$ cat src/hdl/dcs_pkg.sv
// constants for the disk controller status and ecc tap register bank
// assumes an 8-bit register bus with one-cycle read and write strobes
package dcs_pkg;
  // register offsets
  localparam logic [7:0] DCS_OFF_DMA_FLAG = 8'h55;
  localparam logic [7:0] DCS_OFF_SEQ_EVENT = 8'h56;
  localparam logic [7:0] DCS_OFF_SEQ_RUN = 8'h57;
  localparam logic [7:0] DCS_OFF_DRIVE_EVENT = 8'h58;
  localparam logic [7:0] DCS_OFF_RSVD_A = 8'h59;
  localparam logic [7:0] DCS_OFF_RSVD_B = 8'h5A;
  localparam logic [7:0] DCS_OFF_RSVD_C = 8'h5B;
  localparam logic [7:0] DCS_OFF_POLY = 8'h5F;
  // mode-4 selector codes that route polynomial register writes
  localparam logic [2:0] DCS_SEL_TAP = 3'h1;
  localparam logic [2:0] DCS_SEL_SIZE = 3'h2;
  // tap pointer ends
  localparam logic [2:0] DCS_PTR_MSB = 3'h7;
  localparam logic [2:0] DCS_PTR_LSB = 3'h0;
  // field positions inside the drive event bits
  localparam int DCS_DRV_MARK = 6;
  localparam int DCS_DRV_WFAULT = 5;
  localparam int DCS_DRV_SENSE_INPUT_TWO = 1;
  localparam int DCS_DRV_SENSE_INPUT_ONE = 0;
  // reset values
  localparam logic [7:0] DCS_RST_BYTE = 8'h00;
  localparam logic [63:0] DCS_RST_TAPS = 64'h0000_0000_0000_0000;
  localparam logic [5:0] DCS_RST_SIZE = 6'h3F;
  localparam logic [5:0] DCS_SIZE_MAX = 6'h3F;
endpackage : dcs_pkg

$ cat src/hdl/dcs_status_regs.sv
// status registers, sequencer event flags and ecc polynomial programming
// assumes all inputs synchronous to sys_clk except the four sense pins
//
// What this block does
// - reset clears request bits, zero/overflow stay live
// - bits 7,6 show aux and main zero
// - bit 5 shows alu overflow; bit 4 reserved
// - low four bits mirror request latches
// - sequencer events set by sequencer, cleared by read
// - event 2 only sets its flag
// - events 1/0 lock file until release write
// - event 0 unlinks counters until relinked
// - run bit 7 shows sequencer busy
// - pc bits hold address before done instruction
// - data mark mismatch sets flag, fault point
// - sense two fall with enable sets write fault
// - crc error in read-after-write sets bit 4
// - sense four/three/two falls set bits 3-1
// - sense one any edge sets bit 0
// - addresses 59-5B reserved, read zero
// - tap writes load bytes msb first
// - tap pointer stops at lowest byte
// - mode-4 write returns pointer to msb
// - size masks unused high tap bits
// - size write holds length minus one
// - zero rise sets dma event, read clears
`timescale 1ns/100ps
`default_nettype none
module dcs_status_regs
  import dcs_pkg::*;
#(
  parameter int TAP_BYTES = 8
)
(
  input wire logic sys_clk,
  input wire logic sys_rst,
  input wire logic soft_rst,
  input wire logic [7:0] reg_addr,
  input wire logic reg_rd,
  input wire logic reg_wr,
  input wire logic [7:0] reg_wdata,
  output logic [7:0] reg_rdata,
  input wire logic aux_zero,
  input wire logic main_zero,
  input wire logic alu_overflow,
  input wire logic [3:0] dma_req,
  input wire logic [2:0] sequencer_soft_events,
  input wire logic register_file_release,
  input wire logic counter_relink,
  input wire logic seq_busy,
  input wire logic seq_step,
  input wire logic [4:0] seq_pc,
  input wire logic done_event_microop,
  input wire logic data_mark_mismatch,
  input wire logic cmd_start,
  input wire logic raw_crc_error,
  input wire logic write_fault_en,
  input wire logic sense_input_one,
  input wire logic sense_input_two,
  input wire logic sense_input_three,
  input wire logic sense_input_four,
  input wire logic mode4_wr,
  input wire logic [2:0] mode4_sel,
  output logic fault_test_point,
  output logic dma_event,
  output logic file_locked,
  output logic counters_unlinked,
  output logic [TAP_BYTES*8-1:0] feedback_taps,
  output logic [5:0] poly_size
);

  // set dominates clear so a simultaneous event is kept
  function automatic logic [7:0] dcs_set_clr(input logic [7:0] cur,
                                             input logic [7:0] set,
                                             input logic [7:0] clr);
    return (cur & ~clr) | set;
  endfunction : dcs_set_clr

  // ---------------------------------------------------------------
  // state
  // ---------------------------------------------------------------
  logic [3:0] req_r;
  logic [2:0] ev_r;
  logic [6:0] drv_r;
  logic lock_r;
  logic unlink_r;
  logic dma_ev_r;
  logic [1:0] zero_prev_r;
  logic [4:0] last_pc_r;
  logic [4:0] run_pc_r;
  logic [3:0] sns_s1_r;
  logic [3:0] sns_s2_r;
  logic [3:0] sns_prev_r;
  logic [2:0] prime_r;
  logic [TAP_BYTES-1:0][7:0] taps_r;
  logic [2:0] ptr_r;
  logic [5:0] size_r;
  logic [7:0] rdata_r;

  // ---------------------------------------------------------------
  // address decode
  // ---------------------------------------------------------------
  wire logic rd_dma = reg_rd && (reg_addr == DCS_OFF_DMA_FLAG);
  wire logic rd_ev = reg_rd && (reg_addr == DCS_OFF_SEQ_EVENT);
  wire logic rd_drv = reg_rd && (reg_addr == DCS_OFF_DRIVE_EVENT);
  wire logic wr_poly = reg_wr && (reg_addr == DCS_OFF_POLY);
  wire logic wr_tap = wr_poly && (mode4_sel == DCS_SEL_TAP);
  wire logic wr_size = wr_poly && (mode4_sel == DCS_SEL_SIZE);

  // ---------------------------------------------------------------
  // sense edge detection
  // ---------------------------------------------------------------
  // edges from synchronised samples
  wire logic [3:0] sns_pins = {sense_input_four, sense_input_three,
                               sense_input_two, sense_input_one};
  wire logic sns_ok = prime_r[2];
  wire logic [3:0] sns_fall = {4{sns_ok}} & sns_prev_r & ~sns_s2_r;
  wire logic [3:0] sns_rise = {4{sns_ok}} & ~sns_prev_r & sns_s2_r;

  // two-flop synchroniser, then a delayed copy
  always_ff @(posedge sys_clk or posedge sys_rst)
  begin
    if (sys_rst)
    begin
      sns_s1_r <= 4'h0;
      sns_s2_r <= 4'h0;
      sns_prev_r <= 4'h0;
      prime_r <= 3'h0;
    end
    else
    begin
      sns_s1_r <= sns_pins;
      sns_s2_r <= sns_s1_r;
      sns_prev_r <= sns_s2_r;
      prime_r <= {prime_r[1:0], 1'b1};
    end
  end

  // ---------------------------------------------------------------
  // set and clear terms
  // ---------------------------------------------------------------
  // falls of sense four, three, two
  // mark flag cleared by command start or soft reset
  wire logic [6:0] drv_set = {data_mark_mismatch, sns_fall[1] & write_fault_en, raw_crc_error,
                              sns_fall[3:1], sns_fall[0] | sns_rise[0]};
  wire logic [6:0] drv_clr = {cmd_start | soft_rst, {6{rd_drv | soft_rst}}};
  wire logic [7:0] drv_nxt = dcs_set_clr({1'b0, drv_r}, {1'b0, drv_set},
                                         {1'b0, drv_clr});

  // events from sequencer, cleared by read or reset
  wire logic [7:0] ev_nxt = dcs_set_clr({5'h00, ev_r},
                                        {5'h00, sequencer_soft_events},
                                        {8{rd_ev | soft_rst}});

  // zero rise sets the dma event
  wire logic zero_rise = |({aux_zero, main_zero} & ~zero_prev_r);
  wire logic [7:0] dma_ev_nxt = dcs_set_clr({7'h00, dma_ev_r},
                                            {7'h00, zero_rise},
                                            {8{rd_dma | soft_rst}});

  // lock on event 1 or 0, release by one-write
  // only a one on release is seen here
  wire logic [7:0] lock_nxt = dcs_set_clr({7'h00, lock_r},
                                          {7'h00, |sequencer_soft_events[1:0]},
                                          {7'h00, register_file_release | soft_rst});

  // event 0 unlinks the offset counters
  wire logic [7:0] unlink_nxt = dcs_set_clr({7'h00, unlink_r},
                                            {7'h00, sequencer_soft_events[0]},
                                            {7'h00, counter_relink | soft_rst});

  // ---------------------------------------------------------------
  // status flags
  // ---------------------------------------------------------------
  // flags update after the read samples them
  always_ff @(posedge sys_clk or posedge sys_rst)
  begin
    if (sys_rst)
    begin
      drv_r <= 7'h00;
      ev_r <= 3'h0;
      dma_ev_r <= 1'b0;
      lock_r <= 1'b0;
      unlink_r <= 1'b0;
      zero_prev_r <= 2'h0;
    end
    else
    begin
      drv_r <= drv_nxt[6:0];
      ev_r <= ev_nxt[2:0];
      dma_ev_r <= dma_ev_nxt[0];
      lock_r <= lock_nxt[0];
      unlink_r <= unlink_nxt[0];
      zero_prev_r <= {aux_zero, main_zero};
    end
  end

  // request mirror cleared by either reset
  always_ff @(posedge sys_clk or posedge sys_rst)
  begin
    if (sys_rst)
      req_r <= 4'h0;
    else if (soft_rst)
      req_r <= 4'h0;
    else
      req_r <= dma_req;
  end

  // previous instruction address held at done
  always_ff @(posedge sys_clk or posedge sys_rst)
  begin
    if (sys_rst)
    begin
      last_pc_r <= 5'h00;
      run_pc_r <= 5'h00;
    end
    else
    begin
      if (seq_step)
        last_pc_r <= seq_pc;
      if (done_event_microop)
        run_pc_r <= last_pc_r;
    end
  end

  // ---------------------------------------------------------------
  // ecc polynomial programming
  // ---------------------------------------------------------------
  // load at pointer, msb byte first
  // pointer parks on the lowest byte
  wire logic [2:0] ptr_step = (ptr_r == DCS_PTR_LSB) ? DCS_PTR_LSB : ptr_r - 3'h1;

  always_ff @(posedge sys_clk or posedge sys_rst)
  begin
    if (sys_rst)
    begin
      taps_r <= DCS_RST_TAPS[TAP_BYTES*8-1:0];
      ptr_r <= DCS_PTR_MSB;
    end
    else
    begin
      if (wr_tap)
        taps_r[ptr_r] <= reg_wdata;
      if (mode4_wr)
        ptr_r <= DCS_PTR_MSB;
      else if (wr_tap)
        ptr_r <= ptr_step;
    end
  end

  // size holds polynomial length minus one
  always_ff @(posedge sys_clk or posedge sys_rst)
  begin
    if (sys_rst)
      size_r <= DCS_RST_SIZE;
    else if (wr_size)
      size_r <= reg_wdata[5:0];
  end

  // unused high bits above the polynomial length drop out
  wire logic [63:0] len_mask = {64{1'b1}} >> (DCS_SIZE_MAX - size_r);
  assign feedback_taps = taps_r & len_mask[TAP_BYTES*8-1:0];
  assign poly_size = size_r;

  // ---------------------------------------------------------------
  // read data
  // ---------------------------------------------------------------
  // zero flags live in bits 7,6
  // overflow live in bit 5, bit 4 zero
  // busy in bit 7 of run status
  wire logic [7:0] dma_flag_val = {aux_zero, main_zero, alu_overflow, 1'b0, req_r};
  wire logic [7:0] ev_val = {ev_r, 5'h00};
  wire logic [7:0] run_val = {seq_busy, 2'h0, run_pc_r};
  wire logic [7:0] drv_val = {1'b0, drv_r};
  wire logic [7:0] poly_val = {2'h0, size_r};

  // reserved and unmapped addresses read zero
  logic [7:0] rd_mux;
  always_comb
  begin
    unique case (reg_addr)
      DCS_OFF_DMA_FLAG: rd_mux = dma_flag_val;
      DCS_OFF_SEQ_EVENT: rd_mux = ev_val;
      DCS_OFF_SEQ_RUN: rd_mux = run_val;
      DCS_OFF_DRIVE_EVENT: rd_mux = drv_val;
      DCS_OFF_POLY: rd_mux = poly_val;
      default: rd_mux = DCS_RST_BYTE;
    endcase
  end

  // read data captured before the clear lands
  always_ff @(posedge sys_clk or posedge sys_rst)
  begin
    if (sys_rst)
      rdata_r <= DCS_RST_BYTE;
    else if (reg_rd)
      rdata_r <= rd_mux;
  end

  // ---------------------------------------------------------------
  // outputs
  // ---------------------------------------------------------------
  // fault point from mark or write fault
  assign fault_test_point = drv_r[DCS_DRV_MARK] | drv_r[DCS_DRV_WFAULT];
  assign reg_rdata = rdata_r;
  assign dma_event = dma_ev_r;
  assign file_locked = lock_r;
  assign counters_unlinked = unlink_r;
endmodule : dcs_status_regs
`default_nettype wire

$ cat config.mk
export PLATFORM = sky130hd
export DESIGN_NAME = dcs_status_regs
export DESIGN_NICKNAME = d
export VERILOG_FILES = /design/src/hdl/dcs_pkg.sv /design/src/hdl/dcs_status_regs.sv
export SDC_FILE = /design/constraint.sdc
export NUM_CORES = 1
export LEC_CHECK = 0
export BUFFER_PORTS_ARGS = -buffer_cell sky130_fd_sc_hd__buf_2
export CORE_MARGIN = 2
export CORE_UTILIZATION = 37
export CTS_BUF_LIST = sky130_fd_sc_hd__clkbuf_4
export CTS_CLUSTER_DIAMETER = 200
export DETAILED_ROUTE_END_ITERATION = 10
export HOLD_SLACK_MARGIN = 0.02
export SYNTH_ARGS = -nofsm -noshare
export SYNTH_HDL_FRONTEND = slang
export SYNTH_SLANG_ARGS = --single-unit
$ cat constraint.sdc
create_clock -name sys_clk -period 6.1 [get_ports sys_clk]
set_clock_uncertainty 0.15 [all_clocks]
set_input_delay 0.305 -clock sys_clk [delete_from_list [all_inputs] [get_ports sys_clk]]
set_output_delay 0.305 -clock sys_clk [all_outputs]
set_load 0.005 [all_outputs]
Word level (Yosys, flattened, before mapping)
Index checks and enable logic that the tools add are counted.
- bits of input ports: 53
- register bits: 125
- multiplexer cells: 8
- add/subtract/negate cells: 2
- bitwise operators: 33
- shift-type cells: 1
- order comparisons: 2
- eq/ne operators: 7
- reduce and logical (&&, ||, !) cells: 11
- operators by type and width (cell ; number):
    bitwise AND 64 bit ; 1
    bitwise mux 64 bit ; 1
    >> shifter 64 x 6 -> 64 bit, first input constant ; 1
    equality test 8 x 7 -> 1 bit, second input constant ; 5
    one-hot mux 8 bit (5 select lines) ; 1
    demux 8 bit (select 3 bit) ; 1
    OR 1 bit ; 11
    2-to-1 mux 3 bit ; 3
    bitwise AND 4 bit ; 2
    2-to-1 mux 8 bit ; 1
    bitwise AND 7 bit ; 1
    logical AND 1 bit ; 7
    NOT 7 bit ; 1
    OR 7 bit ; 1
    bitwise AND 1 bit ; 6
    subtractor 6 bit, first input constant ; 1
    < comparator 3 x 4 -> 1 bit, second input constant ; 1
    2-to-1 mux 4 bit ; 1
    NOT 1 bit ; 4
    NOT 4 bit ; 1
    OR reduction 2 bit ; 2
    bitwise AND 3 bit ; 1
    equality test 3 x 1 -> 1 bit, second input constant ; 1
    equality test 3 x 2 -> 1 bit, second input constant ; 1
    other kinds (8) ; 8

Logic depth before layout (Yosys ltp)
- depth after elaboration: 6
- depth in mapped cells: 7
- mapped depth without buffers: 5

Worst setup path after synthesis
OpenSTA, ideal clock, no wires.
- path type: register to output
- start point: register size_r[5], in the netlist poly_size[5]
- end point: output port feedback_taps[38]
- stages on the path, launching flop included: 6
- data arrival time: 1.489 ns
- required time: 5.645 ns
- buffers on the path: 3
- path slack: 4.156 ns
- cell sequence: dfstp_2 clkbuf_1 clkbuf_1 clkbuf_1 nand2_1 a21oi_1
- cells in the longest elaborated chain, start to end: 3
- RTL lines (what ; line ; source):
    start: declaration ; dcs_status_regs.sv:97 ; logic [5:0] size_r;
    start signal: assignment ; dcs_status_regs.sv:257 ; size_r <= reg_wdata[5:0];
    subtractor 6 bit ; dcs_status_regs.sv:261 ; wire logic [63:0] len_mask = {64{1'b1}} >> (DCS_SIZE_MAX - size_r);
    >> shifter 64 x 6 -> 64 bit ; dcs_status_regs.sv:261 ;
    bitwise AND 64 bit ; dcs_status_regs.sv:262 ; assign feedback_taps = taps_r & len_mask[TAP_BYTES*8-1:0];
    end: declaration ; dcs_status_regs.sv:68 ; output logic [TAP_BYTES*8-1:0] feedback_taps,
No other way between the ends.

Final worst setup path
- start point: register size_r[5], in the netlist poly_size[5]
- end point: output port feedback_taps[54]
Same word-level chain as after synthesis.

==> flow_summary.toml <==
[route]
viasPerCell = 5.28
drtPass1Iterations = 4
route.vias.total = 4421
drt_iter0_markers = 230
ant_nets = 0
drc = 0
drt-total-wl_um = 16000
drt-wirelength-per-cell_um = 19.1

[critical_path]
cp_max_fo = 44
worst-endpoint-required_ns = 5.64
worstPathArrival_ns = 2.57
cp-end-kind = "output port"
rrSetupSlack_ns = 4.01
rr_startpoint = "ptr_r[2]"
r2r_cells = 3
r2r_end = "taps_r[58]"
crit_type = "register to output port"
crit_path_start_kind = "register"

[layout]
multi_input_area_um2 = 2400
design_area_um2 = 7250
fin_nets = 691
stdcell_count = 838
layout_commonest_cell = "buf_2"
ff_latch_area_um2 = 3140
fillers = 1413
syn_to_final_growth_pct = 26.1
drive_gt1_share_pct = 42.7
mostFrequentLayoutCells = "buf_2, dfrtp_1, mux2_2"

[sta]
fin_tns_setup_ns = 0
fmax_mhz = 330
hold_viol_final = 0
maxSlewViolCount = 0
setup_viol = 0
rsz0062_at_grt = "no"
worstMarginPinSlew_ns = 1.16
period_minus_slack_ns = 3.03
relSlewSlack_pct = 21.9
timing.final.crit_share_pct = 49.7

[min_path]
hold_class = "input port to register"
min_path_cells = 2
min-delay-start = "reg_wdata[0]"
min_to = "taps_r[40]"

[synth]
syn_nets = 522
synthCells = 467
ys_types = 59
syn_avg_cell_area_um2 = 12.3
yosysTopAreaCellShare_pct = 50.5
ys_top_cells_by_area = "dfrtp_1, mux2_2, dfstp_2, a21oi_1, mux2_4"
synth-seq-cells = 125
syn_area_um2 = 5750
synth_top_area_cell = "dfrtp_1"
ys_seq_area_share_pct = 54.6
yosysWarningCount = 0
synthArstFlopShare_pct = 100
synth_flop_cell = "dfrtp_1"
synth_edf_count = 0

[die]
die_area_um2 = 16600
rows = 45
fp.dieW_um = 129
die_y_um = 129
io_pins = 135
core_area_um2 = 15200
start_util_pct = 37.8

[power]
power_leakage_nw = 3.68
peakVddDrop_mv = 0.106
power_density_nw_per_um2 = 220

[global_route]
grt_pass1_wl_um = 25000
busiest_layer = "met2"
grt.total_usage_pct = 19.9
antenna_found_initial = 1
use_met1_pct = 26.9
met2_usage_pct = 30.8
grt_pass1_vias = 4576
grt_overflow = 0
met3_usage_pct = 4.32
grt_max_degree = 81

[run]
max_cap_viol_count = 0

[clocking]
clock_path_buffers = 2
numCtsBuffers = 17
tritoncts = "yes"
cts_resized = 0
path_clk_slew_ns = 0.14
worstSkewPairLatency_ns = 0.53
holdBufCountCts = 43
clk_root_buffer_cell = "clkbuf_4"
cts_setup_buffers = 0
cts.sinks = 125
cts_max_level = 4

[run_status]
status = "finished, final reports clean"

[place]
hpwlAfterDp_um = 10800
gp_congestion = 0.860
portBuffers = 134
dp_cells = 762
dpl_cell_area_um2 = 6520
[synthesized netlist by cell type (all sizes together) (8+ instances only)]
cell type	number
a21boi	9
a21oi	24
and3	13
clkbuf	21
dfrtp	116
dfstp	9
inv	16
mux2	80
nand2	25
nor2	24
nor2b	14
o21a	9
o22ai	8
[sequential cells by signal, indices dropped and copies added, names as in the netlist, 4 cells and up]
register    count
taps_r         64
reg_rdata       8
drv_r           7
poly_size       6
last_pc_r       5
run_pc_r        5
req_r           4
sns_prev_r      4
sns_s1_r        4
sns_s2_r        4
[final cells by class]
type                            count  area share (%)
Clock inverter                     15            2.43
Timing Repair Buffer              178            15.3
Clock buffer                       17            1.76
Sequential cell                   125            43.3
Tap cell                          188            3.24
Multi-Input combinational cell    298            33.1
Inverter                           16           0.863
Antenna cell                        1          0.0345
[through the flow]
step / hold slack [ns] / total power [mW] / utilization [%] / setup slack [ns]
floorplan: 0.181 / 0.926 / - / 2.33
global placement: 0.182 / 0.969 / 42.9 / 3.70
detailed placement: 0.185 / 0.973 / 42.9 / 3.66
CTS: 0.0231 / 1.61 / 47.7 / 3.04
global route: 0.0227 / 1.67 / 47.7 / 2.91
finish: 0.0646 / 1.60 / 47.7 / 3.07
[worst max-delay path: stages (launching register included)]
cell	delay, ns
dfstp_2	1.13
and2_1	0.50
and3_1	0.27
buf_2	0.12
[layer usage]
| layer | part of all wire, % | wire (um) |
|---|---|---|
| met5 | 0 | 0 |
| met4 | 2.7 | 434 |
| met3 | 4.6 | 735 |
| met2 | 47 | 7490 |
| met1 | 46 | 7310 |
[power by group]
group | internal (mW) | leakage (nW) | total (mW) | switching [mW]
Clock | 0.258 | 0.159 | 0.618 | 0.360
Combinational | 0.0562 | 1.91 | 0.114 | 0.0577
Sequential | 0.852 | 1.62 | 0.866 | 0.0149
Total | 1.17 | 3.68 | 1.60 | 0.433
[cell families after synthesis]
logic type / after synthesis / synth area share (%)
xor+xnor: 1 / 0.152
buf+inv: 44 / 3.68
simple gates: 121 / 13.1
mux: 86 / 17.2
fa+ha+maj: 2 / 0.435
compound gates: 87 / 10.7
other cells: 1 / 0.0652
flops: 125 / 54.6
[worst max-delay path by stage]
stage | start | end | slack, ns | cells after the start
global route | poly_size[5] | feedback_taps[52] | 2.91 | 3
detailed placement | poly_size[5] | feedback_taps[54] | 3.66 | 3
CTS | poly_size[5] | feedback_taps[54] | 3.04 | 3
floorplan | sys_rst | counters_unlinked | 2.33 | 1
finish | poly_size[5] | feedback_taps[54] | 3.07 | 3
global placement | poly_size[5] | feedback_taps[54] | 3.70 | 3
No activity file was read; power rests on OpenSTA's default activity.
